### config.mk
export PLATFORM = sky130hd
export DESIGN_NAME = rxm_rx_mode_select
export DESIGN_NICKNAME = d
export VERILOG_FILES = /design/src/verilog/rxm_pkg.sv /design/src/verilog/rxm_synth_if.sv /design/src/verilog/rxm_clk_synth.sv /design/src/verilog/rxm_rx_mode_select.sv
export VERILOG_INCLUDE_DIRS = /design/src /design/src/verilog
export SDC_FILE = /design/constraint.sdc
export NUM_CORES = 1
export LEC_CHECK = 0
export BUFFER_PORTS_ARGS = -buffer_cell sky130_fd_sc_hd__clkbuf_2
export CORE_UTILIZATION = 50
export CTS_BUF_LIST = sky130_fd_sc_hd__clkbuf_2
export DETAILED_ROUTE_END_ITERATION = 7
export PLACE_DENSITY = 0.77
export SYNTH_ARGS = -nofsm -noshare
export SYNTH_HDL_FRONTEND = slang
export SYNTH_HIERARCHICAL = 1
export SYNTH_SLANG_ARGS = --single-unit
### constraint.sdc
create_clock -name clock -period 2.9 [get_ports clock]
set_input_delay 0 -clock clock [delete_from_list [all_inputs] [get_ports clock]]
set_output_delay 0 -clock clock [all_outputs]
set_load 0.01 [all_outputs]
### src/verilog/rxm_map.svh
`ifndef RXM_MAP_SVH
`define RXM_MAP_SVH

// Register byte offsets
`define RXM_ADDR_CTRL        8'h00
`define RXM_ADDR_STATE       8'h04
`define RXM_ADDR_INT_STATUS  8'h08
`define RXM_ADDR_INT_MASK    8'h0C

// Control register fields
`define RXM_CTRL_SINGLE_RAIL 0
`define RXM_CTRL_MON_LO      1
`define RXM_CTRL_MON_HI      2
`define RXM_CTRL_RATE_LO     3
`define RXM_CTRL_RATE_HI     4
`define RXM_CTRL_WIDTH       5
`define RXM_CTRL_RESET       5'h00

// State register fields
`define RXM_ST_HOST          0
`define RXM_ST_SINGLE_RAIL   1
`define RXM_ST_MONITOR       2
`define RXM_ST_RATE_LO       3
`define RXM_ST_RATE_HI       4
`define RXM_ST_SFM           5
`define RXM_ST_REF_ACTIVE    6
`define RXM_ST_WIDTH         7

// Interrupt fields
`define RXM_INT_LCV          0
`define RXM_INT_RAIL_CHANGE  1
`define RXM_INT_REF_LOST     2
`define RXM_INT_WIDTH        3
`define RXM_INT_RESET        3'h0

// Timing
`define RXM_CLK_PERIOD_NS    10
`define RXM_SYS_CLK_KHZ      100000
`define RXM_REF_TIMEOUT_NS   2000
`define RXM_E3_KHZ           34368
`define RXM_DS3_KHZ          44736
`define RXM_STS1_KHZ         51840
`define RXM_SYNTH_DIV        4

`endif

### src/verilog/rxm_pkg.sv
package rxm_pkg;

  typedef enum logic [1:0] {
    RXM_RATE_DS3  = 2'b00,
    RXM_RATE_STS1 = 2'b01,
    RXM_RATE_E3   = 2'b10
  } rxm_rate_type;

endpackage

### src/verilog/rxm_synth_if.sv
`timescale 1ns/1ps
`default_nettype none

interface rxm_synth_if;
  import rxm_pkg::*;

  logic         enable;
  rxm_rate_type rate;
  logic         clk_out;

  modport ctrl  (output enable, output rate, input clk_out);
  modport synth (input enable, input rate, output clk_out);
endinterface

`default_nettype wire

### src/verilog/rxm_clk_synth.sv
`timescale 1ns/1ps
`default_nettype none
`include "rxm_map.svh"

module rxm_clk_synth #(
  parameter int ACC_W = 24
) (
  // Clock and reset
  input  wire logic  clock,
  input  wire logic  rst_n,
  // Control from the mode logic
  rxm_synth_if.synth sif
);
  import rxm_pkg::*;

  localparam logic [63:0] SCALE   = 64'(`RXM_SYS_CLK_KHZ) * 64'(`RXM_SYNTH_DIV);
  localparam logic [63:0] INC_E3  = (64'(`RXM_E3_KHZ) << ACC_W) / SCALE;
  localparam logic [63:0] INC_DS3 = (64'(`RXM_DS3_KHZ) << ACC_W) / SCALE;
  localparam logic [63:0] INC_STS = (64'(`RXM_STS1_KHZ) << ACC_W) / SCALE;

  logic [ACC_W-1:0] phase;
  logic [ACC_W-1:0] step;
  logic [ACC_W-1:0] next_phase;

  // Phase step per line rate
  assign step = (sif.rate == RXM_RATE_E3)   ? INC_E3[ACC_W-1:0]  :
                (sif.rate == RXM_RATE_STS1) ? INC_STS[ACC_W-1:0] :
                                              INC_DS3[ACC_W-1:0];

  assign next_phase = sif.enable ? phase + step : '0;

  // Accumulator, top bit is the clock
  always_ff @(posedge clock) begin
    if (!rst_n) begin
      phase       <= '0;
      sif.clk_out <= 1'b0;
    end else begin
      phase       <= next_phase;
      sif.clk_out <= sif.enable & next_phase[ACC_W-1];
    end
  end

endmodule

`default_nettype wire

### src/verilog/rxm_rx_mode_select.sv
// Summary of operation
// - Dual rail: negative pulses appear on output
// - Host mode: rail choice from control bit
// - Single rail: output flags code violations only
// - Monitor pin high enters monitoring mode
// - Host mode: monitoring from control bits
// - Host mode: monitor pin drives serial data
// - Synthesizer derives line clock from system clock; clock_out runs at a quarter of the line rate
// - Single-frequency mode drives synthesized clock out
// - Single rail enables codec, dual disables
// - Hardware rate pins pick E3, STS-1, DS3
//
// Local design decisions: the address-and-strobe port and the address map.
`timescale 1ns/1ps
`default_nettype none
`include "rxm_map.svh"

module rxm_rx_mode_select (
  // Clock and reset
  input  wire logic         clock,
  input  wire logic         rst_n,
  // Register port
  input  wire logic [7:0]   reg_addr,
  input  wire logic [31:0]  reg_wdata,
  input  wire logic         reg_wr,
  input  wire logic         reg_rd,
  output logic [31:0]       reg_rdata,
  // Mode pins
  input  wire logic         control_mode_select,
  input  wire logic         rail_mode_select,
  input  wire logic         e3_select,
  input  wire logic         sts1_select,
  input  wire logic         single_freq_enable,
  input  wire logic         reference_clock_in,
  // Receiver events
  input  wire logic         rx_pos_pulse,
  input  wire logic         rx_neg_pulse,
  input  wire logic         lcv_detect,
  // Serial interface data
  input  wire logic         sdo_data,
  input  wire logic         sdo_drive,
  // Monitor pin, two-way
  input  wire logic         monitor_mode_select,
  output logic              serial_data_out,
  output logic              serial_data_out_oe,
  // Receive outputs
  output logic              receive_positive_rail_out,
  output logic              receive_negative_rail_out,
  // Mode outputs
  output logic              codec_enable,
  output logic              monitor_mode_active,
  output var rxm_pkg::rxm_rate_type line_rate,
  output logic              clock_out,
  // Interrupt
  output logic              irq
);
  import rxm_pkg::*;

  localparam int          REF_CYC_INT = `RXM_REF_TIMEOUT_NS / `RXM_CLK_PERIOD_NS;
  localparam logic [7:0]  REF_CYC     = 8'(REF_CYC_INT);

  logic [`RXM_CTRL_WIDTH-1:0] ctrl;
  logic [`RXM_INT_WIDTH-1:0]  int_status;
  logic [`RXM_INT_WIDTH-1:0]  int_mask;
  logic                       ref_prev;
  logic [7:0]                 ref_count;
  logic                       ref_active_q;

  wire                        host_mode;
  wire                        single_rail_eff;
  wire                        monitor_eff;
  rxm_rate_type               hw_rate;
  rxm_rate_type               host_rate;
  rxm_rate_type               rate_eff;
  wire                        ref_edge;
  wire                        ref_active;
  wire                        sel_ctrl;
  wire                        sel_state;
  wire                        sel_int;
  wire                        sel_mask;
  wire [`RXM_ST_WIDTH-1:0]    state_word;
  wire [`RXM_INT_WIDTH-1:0]   events;
  wire [`RXM_INT_WIDTH-1:0]   clr_bits;
  wire [`RXM_INT_WIDTH-1:0]   next_int_status;
  wire [7:0]                  next_ref_count;
  wire [31:0]                 next_rdata;
  wire                        next_neg_out;

  rxm_synth_if sif ();

  // Effective configuration
  assign host_mode       = control_mode_select;
  assign single_rail_eff = host_mode ? ctrl[`RXM_CTRL_SINGLE_RAIL]
                                     : rail_mode_select;
  assign monitor_eff     = host_mode ? (ctrl[`RXM_CTRL_MON_HI:`RXM_CTRL_MON_LO] != 2'h0)
                                     : monitor_mode_select;
  assign hw_rate         = e3_select   ? RXM_RATE_E3   :
                           sts1_select ? RXM_RATE_STS1 :
                                         RXM_RATE_DS3;
  assign host_rate       = (ctrl[`RXM_CTRL_RATE_HI:`RXM_CTRL_RATE_LO] == 2'h2) ? RXM_RATE_E3   :
                           (ctrl[`RXM_CTRL_RATE_HI:`RXM_CTRL_RATE_LO] == 2'h1) ? RXM_RATE_STS1 :
                                                                                 RXM_RATE_DS3;
  assign rate_eff        = host_mode ? host_rate : hw_rate;

  // Negative rail or violation flag
  assign next_neg_out = single_rail_eff ? lcv_detect
                                        : rx_neg_pulse;

  // Synthesizer control
  assign sif.enable = single_freq_enable;
  assign sif.rate   = rate_eff;

  // Reference activity
  assign ref_edge       = reference_clock_in & ~ref_prev;
  assign ref_active     = (ref_count < REF_CYC);
  assign next_ref_count = ref_edge ? 8'h00 :
                          (ref_count == 8'hFF) ? 8'hFF : ref_count + 8'h01;

  // Address decode
  assign sel_ctrl  = (reg_addr == `RXM_ADDR_CTRL);
  assign sel_state = (reg_addr == `RXM_ADDR_STATE);
  assign sel_int   = (reg_addr == `RXM_ADDR_INT_STATUS);
  assign sel_mask  = (reg_addr == `RXM_ADDR_INT_MASK);

  assign state_word = {ref_active_q, single_freq_enable, line_rate,
                       monitor_mode_active, codec_enable, host_mode};

  assign next_rdata = !reg_rd   ? 32'h0000_0000 :
                      sel_ctrl  ? {{(32-`RXM_CTRL_WIDTH){1'b0}}, ctrl} :
                      sel_state ? {{(32-`RXM_ST_WIDTH){1'b0}}, state_word} :
                      sel_int   ? {{(32-`RXM_INT_WIDTH){1'b0}}, int_status} :
                      sel_mask  ? {{(32-`RXM_INT_WIDTH){1'b0}}, int_mask} :
                                  32'h0000_0000;

  // Sticky events, set wins over clear
  assign events[`RXM_INT_LCV]         = single_rail_eff & lcv_detect;
  assign events[`RXM_INT_RAIL_CHANGE] = single_rail_eff ^ codec_enable;
  assign events[`RXM_INT_REF_LOST]    = ref_active_q & ~ref_active;
  assign clr_bits        = (reg_wr && sel_int) ? reg_wdata[`RXM_INT_WIDTH-1:0]
                                               : {`RXM_INT_WIDTH{1'b0}};
  assign next_int_status = (int_status & ~clr_bits) | events;

  // Control registers
  always_ff @(posedge clock) begin
    if (!rst_n) begin
      ctrl     <= `RXM_CTRL_RESET;
      int_mask <= `RXM_INT_RESET;
    end else begin
      if (reg_wr && sel_ctrl) begin
        ctrl <= reg_wdata[`RXM_CTRL_WIDTH-1:0];
      end
      if (reg_wr && sel_mask) begin
        int_mask <= reg_wdata[`RXM_INT_WIDTH-1:0];
      end
    end
  end

  // Interrupt and read data
  always_ff @(posedge clock) begin
    if (!rst_n) begin
      int_status <= `RXM_INT_RESET;
      irq        <= 1'b0;
      reg_rdata  <= 32'h0000_0000;
    end else begin
      int_status <= next_int_status;
      irq        <= |(int_status & int_mask);
      reg_rdata  <= next_rdata;
    end
  end

  // Reference watch
  always_ff @(posedge clock) begin
    if (!rst_n) begin
      ref_prev     <= 1'b0;
      ref_count    <= 8'hFF;
      ref_active_q <= 1'b0;
    end else begin
      ref_prev     <= reference_clock_in;
      ref_count    <= next_ref_count;
      ref_active_q <= ref_active;
    end
  end

  // Receive outputs
  always_ff @(posedge clock) begin
    if (!rst_n) begin
      receive_positive_rail_out <= 1'b0;
      receive_negative_rail_out <= 1'b0;
    end else begin
      receive_positive_rail_out <= rx_pos_pulse;
      receive_negative_rail_out <= next_neg_out;
    end
  end

  // Mode outputs and monitor pin
  always_ff @(posedge clock) begin
    if (!rst_n) begin
      codec_enable        <= 1'b0;
      monitor_mode_active <= 1'b0;
      line_rate           <= RXM_RATE_DS3;
      serial_data_out     <= 1'b0;
      serial_data_out_oe  <= 1'b0;
    end else begin
      codec_enable        <= single_rail_eff;
      monitor_mode_active <= monitor_eff;
      line_rate           <= rate_eff;
      serial_data_out     <= host_mode & sdo_data;
      serial_data_out_oe  <= host_mode & sdo_drive;
    end
  end

  rxm_clk_synth #(
    .ACC_W (24)
  ) u_synth (
    .clock (clock),
    .rst_n (rst_n),
    .sif   (sif.synth)
  );

  assign clock_out = sif.clk_out;

endmodule

`default_nettype wire

After elaboration in Yosys (flattened, before gate mapping). Index checks and enable logic that the tools add are counted.

Flip-flop bits (word level): 87. Bits of input ports: 56. Output and inout bits: 42. Logic and storage cells: 74.

Add/sub/neg operators: 2. Order comparisons: 1. Equal/unequal tests: 8. Muxes and demuxes: 18. Bitwise gates (word level): 15. Reduce and logical (&&, ||, !) cells: 10.

Operators with widths (number): $mux W24 (2); $add A24 B24 Y24 (1); $mux W22 (1); $eq A8 B4 Y1 const B (2); $mux W8 (2); $mux W3 (3); $add A8 B1 Y8 const B (1); $eq A8 B3 Y1 const B (1); $eq A8 B8 Y1 const B (1); $logic_not A8 Y1 (1); $lt A8 B8 Y1 const B (1); $mux W7 (1); $and A1 B1 Y1 (6); $and A3 B3 Y3 (2); $mux W2 (3); $reduce_or A3 Y1 (2); $mux W1 (5); $mux W5 (1); $reduce_or A5 Y1 (1); $eq A2 B1 Y1 const B (2); $eq A2 B2 Y1 const B (2); $not A1 Y1 (4); $reduce_and A2 Y1 (2); $logic_and A1 B1 Y1 (3); 4 further kinds (4).

Longest topological paths before layout. Gate-level depths: netlist of the first run.

Word-level depth: 10. Gate-level depth with buffers: 15. Gate-level depth less buffers: 13.

Modules after synthesis. Netlist of the first run, hierarchy kept.

Modules (own cells, without submodules): rxm_clk_synth (instances 1, cells an instance 266, area an instance 2140.8 um^2, seq. area each 480.5 um^2); rxm_rx_mode_select (instances 1, cells an instance 181, area an instance 1690.4 um^2, seq. area each 740.7 um^2).

Worst setup path before layout of the first run. No wires, ideal clock.

Path kind: register to register. Start: register ctrl[3]. End: register u_synth.phase[21]. Setup time: 0.064 ns. Arrival time: 2.811 ns. Required time: 2.836 ns. Setup slack: 0.024 ns. Cell stages (with the launch flop): 15. Period minus slack after synthesis: 2.876 ns. Cells stage by stage: dfxtp_1 -> nand3b_1 -> o21ai_0 -> inv_1 -> ha_1 -> buf_4 -> inv_1 -> ha_1 -> a21oi_2 -> o21ai_0 -> a21bo_1 -> a22oi_1 -> a211oi_2 -> or3_1 -> nand4_1.

Elaborated cells on any way between the ends: 10. Classes of those cells: 1 x add/sub; 4 x eq/ne; 5 x mux.

RTL lines: from (decl) (line rxm_rx_mode_select.sv:62) `` logic [`RXM_CTRL_WIDTH-1:0] ctrl; ``; from (signal assigned) (line rxm_rx_mode_select.sv:146) `` ctrl <= `RXM_CTRL_RESET; ``; from (signal assigned) (line rxm_rx_mode_select.sv:150) `` ctrl <= reg_wdata[`RXM_CTRL_WIDTH-1:0]; ``; $eq A2 B2 Y1 (*) (line rxm_rx_mode_select.sv:100) `` assign host_rate = (ctrl[`RXM_CTRL_RATE_HI:`RXM_CTRL_RATE_LO] == 2'h2) ? RXM_RATE_E3 : ``; $mux W2 (*) (line rxm_rx_mode_select.sv:100); $mux W2 (*) (line rxm_rx_mode_select.sv:103) `assign rate_eff = host_mode ? host_rate : hw_rate;`; net rate_eff[1] (line rxm_rx_mode_select.sv:74) `rxm_rate_type rate_eff;`; $eq A2 B1 Y1 (line rxm_clk_synth.sv:27) `(sif.rate == RXM_RATE_STS1) ? INC_STS[ACC_W-1:0] :`; $mux W22 (line rxm_clk_synth.sv:27); $mux W24 (*) (line rxm_clk_synth.sv:26) `assign step = (sif.rate == RXM_RATE_E3) ? INC_E3[ACC_W-1:0] :`; $add A24 B24 Y24 (*) (line rxm_clk_synth.sv:30) `assign next_phase = sif.enable ? phase + step : '0;`; to (signal assigned) (line rxm_clk_synth.sv:38) `phase <= next_phase;`; to (decl) (line rxm_clk_synth.sv:21) `logic [ACC_W-1:0] phase;`.

Mark *: on every way through the listed nets, which the timed path passes. The rest lies on a longest branch. A chain may end at the register's enable or synchronous reset.

Worst setup path in the final report of the first run.
Start: register ctrl[4]. End: register u_synth.phase[22].

Longest elaborated chain between the ends: 8. Elaborated cells on any way between the ends: 10. Classes of those cells: 1 x add/sub; 4 x eq/ne; 5 x mux.

RTL lines: $eq A2 B1 Y1 (line rxm_rx_mode_select.sv:101) `` (ctrl[`RXM_CTRL_RATE_HI:`RXM_CTRL_RATE_LO] == 2'h1) ? RXM_RATE_STS1 : ``; $mux W1 (line rxm_rx_mode_select.sv:101); $mux W2 (*) (line rxm_rx_mode_select.sv:100); $mux W2 (*) (line rxm_rx_mode_select.sv:103); net rate_eff[0] (line rxm_rx_mode_select.sv:74); $eq A2 B1 Y1 (line rxm_clk_synth.sv:27); $mux W22 (line rxm_clk_synth.sv:27); $mux W24 (*) (line rxm_clk_synth.sv:26); $add A24 B24 Y24 (*) (line rxm_clk_synth.sv:30).

Marked as above.

==> flow_summary_export.csv, run 1 <==
group,metric,value,unit
finish,areaGrowthSynthToFinish,31.6,%
floorplanning,rows,31,
logic_synthesis,yosysTopAreaCellShare,31.9,%
drt,drt_iter0_markers,184,
logic_synthesis,async_reset_ff_share,0,%
logic_synthesis,yosysMostFrequentCell,"dfxtp_1",
timing,worstMarginPinSlew,0.680,ns
logic_synthesis,synth_common_cells,"dfxtp_1 (61), nand2_1 (41), buf_4 (27), nor2_1 (27), o21ai_0 (27)",
clocking,cts.htree.levels,3,
clocking,clock_latency,0.53,ns
run,max_cap_violations,0,
power_and_ir_drop,p_leak,2.18,nW
logic_synthesis,synth_edf_count,0,
clocking,numCtsBuffers,9,
logic_synthesis,ys.flop_type,"dfxtp_1",
global_routing,grt_antenna_before_repair,0,
critical_path,endpoint_kind,"flip-flop",
drt,drt_pass1_iterations,5,
timing,fin_crit_sh,97.1,%
drt,drtAntennaViolNets,0,
timing,min_period,2.82,ns
timing,maxSlewHeadroom,54.7,%
timing,finClkSkew,0.0272,ns
global_routing,grt_overflow,0,
finish,antennaDiodeCount,0,
logic_synthesis,syn_area,0.00383,sq mm
floorplanning,die-area,0.00802,sq mm
logic_synthesis,synth_seq_cells,61,
logic_synthesis,synth-seq-area-share,31.9,%
critical_path,crit_fanout,4,
timing,setup_violations,0,
placed_design,placed_area,0.00429,sq mm
power_and_ir_drop,p_per_area,436,mW/mm^2
timing,worst_slack,0.0850,ns
finish,nNetsFinal,641,
drt,drcViolationCount,0,
placed_design,pre_cts_ws,-0.139,ns
global_routing,grt_usage,28.8,%
clocking,cts_sinks,61,
floorplanning,io_pins,98,
finish,final_util,68.8,%
logic_synthesis,synth_cell_types,78,
floorplanning,fp.coreArea,0.00733,sq mm
placed_design,dp_hpwl,6940,microns
clocking,clk_pin_slew,0.21,ns
logic_synthesis,synthTopCellsByArea,"dfxtp_1 (32%), ha_1 (5.9%), buf_4 (5.3%)",
clocking,ctsRootBufferMaster,"clkbuf_2",
drt,via_per_inst,5.69,
placed_design,io_buffers,45,
global_routing,grt_pass1_vias,3813,
timing,tns,0,ns
logic_synthesis,yosysTopAreaCell,"dfxtp_1",
critical_path,cp-start-kind,"flip-flop",
floorplanning,start_util,52.3,%
clocking,cts.path.max_buffers,2,
floorplanning,chipHeight,89.5,microns
critical_path,crit_type,"flip-flop to flip-flop",
drt,wl_per_cell,16.6,microns
finish,final_cells,671,
logic_synthesis,synth_area_per_cell,8.57,sq um
logic_synthesis,yosys_warnings,6,
timing,hold_viol,0,
run_status,status,"completed",
timing,final_max_slew_viol_count,0,
global_routing,grt_pass1_wl,17400,microns
global_routing,grt_max_degree,37,
logic_synthesis,synth_cells,447,
critical_path,cp_data_required_time,3.33,ns
timing,max_freq,355,MHz
finish,fin_area,0.00504,sq mm
floorplanning,dieWidth,89.5,microns
drt,wirelength,11100,microns
finish,drive_gt1_share,28.3,%
placed_design,post-place-cells,611,
power_and_ir_drop,irDropWorstVdd,315,uV
drt,routed-via-count,3816,
placed_design,place_congestion,0.833,
min_path,hp-class,"input port to flip-flop",
critical_path,cp.arrival,3.24,ns
clocking,cts_tree,"done",
## cell families (layout without fill, tap and decap cells)
family	Yosys count	after routing	share of synthesized area, %
simple gates	164	164	23.5
compound gates	107	107	19.4
xor+xnor	21	21	5.39
flops	61	61	31.9
mux	15	15	4.93
fa+ha+maj	18	18	5.88
other cells	1	25	0.0979
buf+inv	60	161	8.88
## state kept, by name, indices dropped and copies added (netlist names)
signal                     count
u_synth/phase                 23
ref_count                      8
reg_rdata                      7
ctrl                           5
int_mask                       3
int_status                     3
line_rate                      2
codec_enable                   1
irq                            1
monitor_mode_active            1
receive_negative_rail_out      1
receive_positive_rail_out      1
ref_active_q                   1
ref_prev                       1
serial_data_out                1
serial_data_out_oe             1
u_synth/sif.clk_out            1
## where the power goes
group          total [mW]  switching [mW]  internal, mW
Clock               0.650           0.361         0.288
Sequential          0.945          0.0551         0.890
Combinational       0.604           0.319         0.285
## cell usage in the layout, fill, tap and decap left out, types with 8 or more instances in the layout
master	count
a21oi_1	20
buf_4	42
clkbuf_2	54
conb_1	25
dfxtp_1	59
dlygate4sd3_1	41
ha_1	12
inv_1	14
mux2i_1	11
nand2_1	41
nand3_1	12
nand4_1	8
nor2_1	26
nor3_1	8
o21ai_0	23
xnor2_1	12
## metrics by stage
step	total power, mW	hold slack [ns]
CTS	2.14	0.00941
finish	2.20	0.0298
global route	2.29	0.0389
detailed placement	1.46	0.226
global placement	1.44	0.207
floorplan	1.32	0.110
## metal layers
layer	vias to the layer above	track usage [%]	part of all wire [%]
met5	-	0	0
met4	0	13.9	3.6
met3	48	6.74	5.6
met2	150	53.6	52
met1	1819	30.5	39
li1	1799	-	-
## worst paths after layout
path / to / slack, ns / from / depth (start not counted)
setup reg to reg: u_synth/phase[22]$_SDFF_PN0_ / 0.08 / ctrl[4]$_SDFFE_PN0P_ / 14
hold / removal: ref_count[3]$_SDFF_PN1_ / 0.03 / rst_n / 2
hold reg to reg: ctrl[2]$_SDFFE_PN0P_ / 0.52 / ctrl[2]$_SDFFE_PN0P_ / 2
setup / recovery: u_synth/phase[22]$_SDFF_PN0_ / 0.08 / ctrl[4]$_SDFFE_PN0P_ / 14
## critical path, cell delays in order, from the launching register on
cell and delay, ns:
dfxtp_2 0.36, nand3b_1 0.16, o21ai_2 0.11, inv_2 0.09, ha_1 0.21, nand2b_1 0.16, ha_1 0.21, o31a_1 0.34
buf_4 0.17, o22ai_2 0.14, o32ai_4 0.13, nor4_1 0.31, buf_4 0.18, o21a_1 0.12, nor3_2 0.04
## cell type report
type,instances,area (sq um)
inverters,17,66.3
repair buffers,128,951
fillers,540,2290
clock buffers,9,45.0
flip-flops and latches,61,1220
clock inverters,7,97.6
multi-input cells,350,2530
well taps,99,124
## repair_timing
| item | in CTS | in global routing |
|---|---|---|
| hold buffers | 41 | 0 |
| pin swaps | 1 | 10 |
| setup buffers | 1 | 2 |
| endpoints found under the setup margin | 12 | 14 |
| hold endpoints to repair | 37 | 0 |
| gates resized for setup | 8 | 28 |
| gates cloned | 0 | 0 |
No activity file was read; power rests on OpenSTA's default activity.
==> run 2: changes to the inputs <==
BUFFER_PORTS_ARGS = unset   (was -buffer_cell sky130_fd_sc_hd__clkbuf_2)
CORE_UTILIZATION = 60   (was 50)
DONT_BUFFER_PORTS = 1   (was unset)
==> flow_summary_export.csv, run 2 (synthesized netlist as in run 1, its figures left out) <==
group,metric,value,unit
drt,drtAntennaViolNets,0,
critical_path,crit_path_frequent_cell,"buf_4",
timing,max_freq,340,MHz
finish,antennaDiodeCount,0,
run_status,violations,"setup timing",
critical_path,worst-path-buf-inv,2,
clocking,cts_tree,"done",
timing,worstMarginPinSlew,1.16,ns
critical_path,cp.arrival,3.42,ns
critical_path,crit_type,"flip-flop to flip-flop",
timing,maxSlewHeadroom,22.2,%
finish,final_util,82.2,%
finish,layout_common_cells,"dfxtp_1 (59), dlygate4sd3_1 (43), buf_4 (43), nand2_1 (41), nor2_1 (26)",
global_routing,grt_usage,32.6,%
critical_path,cp_num_cells,13,
drt,drcViolationCount,0,
global_routing,grt_overflow,0,
timing,worst_slack,-0.0406,ns
placed_design,place_congestion,0.873,
finish,fin_area,0.00495,sq mm
critical_path,reg2reg_from,"ctrl[3]$_SDFFE_PN0P_",
floorplanning,start_util,63.6,%
timing,min_period,2.94,ns
floorplanning,chipHeight,81.9,microns
finish,largest_register_ffs,23,
drt,wl_per_cell,18.8,microns
critical_path,cp_data_required_time,3.38,ns
critical_path,cp-start-kind,"flip-flop",
clocking,cts.htree.levels,3,
global_routing,grt_pass1_wl,16300,microns
critical_path,crit_chain,"nand3b_1 > o21ai_4 > buf_4 > ha_4 > buf_4 > ha_1 > a21o_1 > a21oi_1 > o21ai_0 > o22ai_1 > nand2_1 > o21a_1 > nor3_2",
drt,via_per_inst,6.25,
timing,final_max_slew_viol_count,0,
floorplanning,rows,28,
critical_path,crit_fanout,7,
finish,top_regs,"u_synth/phase: 23 flops, ref_count: 8 flops, reg_rdata: 7 flops",
global_routing,grt_pass1_vias,3510,
clocking,numCtsBuffers,9,
finish,drive_gt1_share,25.4,%
timing,hold_viol,0,
drt,drt_iter0_markers,307,
finish,nNetsFinal,604,
finish,fillers,341,
min_path,hp-class,"input port to flip-flop",
power_and_ir_drop,irDropWorstVdd,310,uV
placed_design,dp_hpwl,6210,microns
timing,finClkSkew,0.0288,ns
global_routing,grt_max_degree,37,
floorplanning,io_pins,98,
critical_path,cpPeakStageDelay,0.38,ns
timing,fin_crit_sh,101,%
critical_path,worstRegToRegCells,13,
run_status,status,"complete, but fails checks",
drt,routed-via-count,3815,
critical_path,ff2ff_setup_slack,-0.04,ns
finish,final_cells,610,
critical_path,endpoint,"u_synth/phase[22]$_SDFF_PN0_",
timing,setup_violations,1,
placed_design,pre_cts_ws,-0.161,ns
finish,areaGrowthSynthToFinish,29.3,%
power_and_ir_drop,p_per_area,416,mW/mm^2
critical_path,cp-startpoint,"ctrl[3]$_SDFFE_PN0P_",
drt,wirelength,11400,microns
power_and_ir_drop,p_leak,2.02,nW
placed_design,placed_area,0.00403,sq mm
clocking,clk_pin_slew,0.22,ns
finish,regMostFlops,"u_synth/phase",
finish,final_common_cell,"dfxtp_1",
placed_design,post-place-cells,542,
clocking,clock_latency,0.53,ns
floorplanning,dieWidth,81.9,microns
clocking,cts_sinks,61,
critical_path,worst_r2r_endpoint,"u_synth/phase[22]$_SDFF_PN0_",
clocking,ctsRootBufferMaster,"clkbuf_2",
global_routing,grt_antenna_before_repair,0,
critical_path,critPathTopFamily,"compound AO/OA/AOI/OAI gates",
critical_path,cp_slowest_cell,"dfxtp_2",
drt,drt_pass1_iterations,6,
placed_design,io_buffers,0,
run,max_cap_violations,0,
critical_path,endpoint_kind,"flip-flop",
floorplanning,die-area,0.00671,sq mm
clocking,cts.path.max_buffers,2,
floorplanning,fp.coreArea,0.00603,sq mm
## run 2: how the worst min path moves through the flow
stage,start,endpoint,depth (start not counted)
after global placement,rst_n,ref_count[4]$_SDFF_PN1_,1
final,control_mode_select,monitor_mode_active$_SDFF_PN0_,2
after detailed placement,rst_n,ref_count[3]$_SDFF_PN1_,1
after CTS,reg_addr[5],int_status[0]$_SDFF_PN0_,4
after global routing,control_mode_select,monitor_mode_active$_SDFF_PN0_,2
after floorplan,reg_wdata[2],int_status[2]$_SDFF_PN0_,1
## run 2: what timing repair did
action | 4_1_cts | 5_1_grt
gates resized for setup | 12 | 51
buffers inserted | 0 | 9
gates cloned | 0 | 1
pin swaps | 4 | 13
hold endpoints to repair | 45 | 0
endpoints found under the setup margin | 12 | 14
hold buffers | 43 | 0
## run 2: per-layer routing
| metal | global-route usage, % | share of wire (%) | routed length, microns |
|---|---|---|---|
| met1 | 35.7 | 38 | 4290 |
| met2 | 57.0 | 51 | 5840 |
| met3 | 6.67 | 6.0 | 685 |
| met4 | 20.5 | 5.5 | 631 |
| met5 | 0 | 0 | 0 |
## run 2: area by class of cell
class / instances / area (sq um) / share of cell area [%]
multi-input combinational: 350 / 2660 / 53.6
sequential: 61 / 1220 / 24.7
timing repair buffer: 91 / 803 / 16.2
tap: 75 / 93.8 / 1.89
inverter: 17 / 73.8 / 1.49
clock inverter: 7 / 58.8 / 1.19
clock buffer: 9 / 45.0 / 0.909
## run 2: power by group
group	internal [mW]	switching [mW]	total, mW
clock	0.121	0.379	0.500
combinational	0.291	0.320	0.612
sequential	0.890	0.0608	0.951
## run 2: per-stage QoR
step                power (mW)  setup TNS, ns  hold WS [ns]
floorplan                 1.32              0         0.110
global placement          1.39        -0.0175        0.0651
detailed placement        1.41         -0.567        0.0670
CTS                       1.95        -0.0917       0.00226
global route              2.15         -0.227        0.0739
finish                    2.06        -0.0406        0.0816
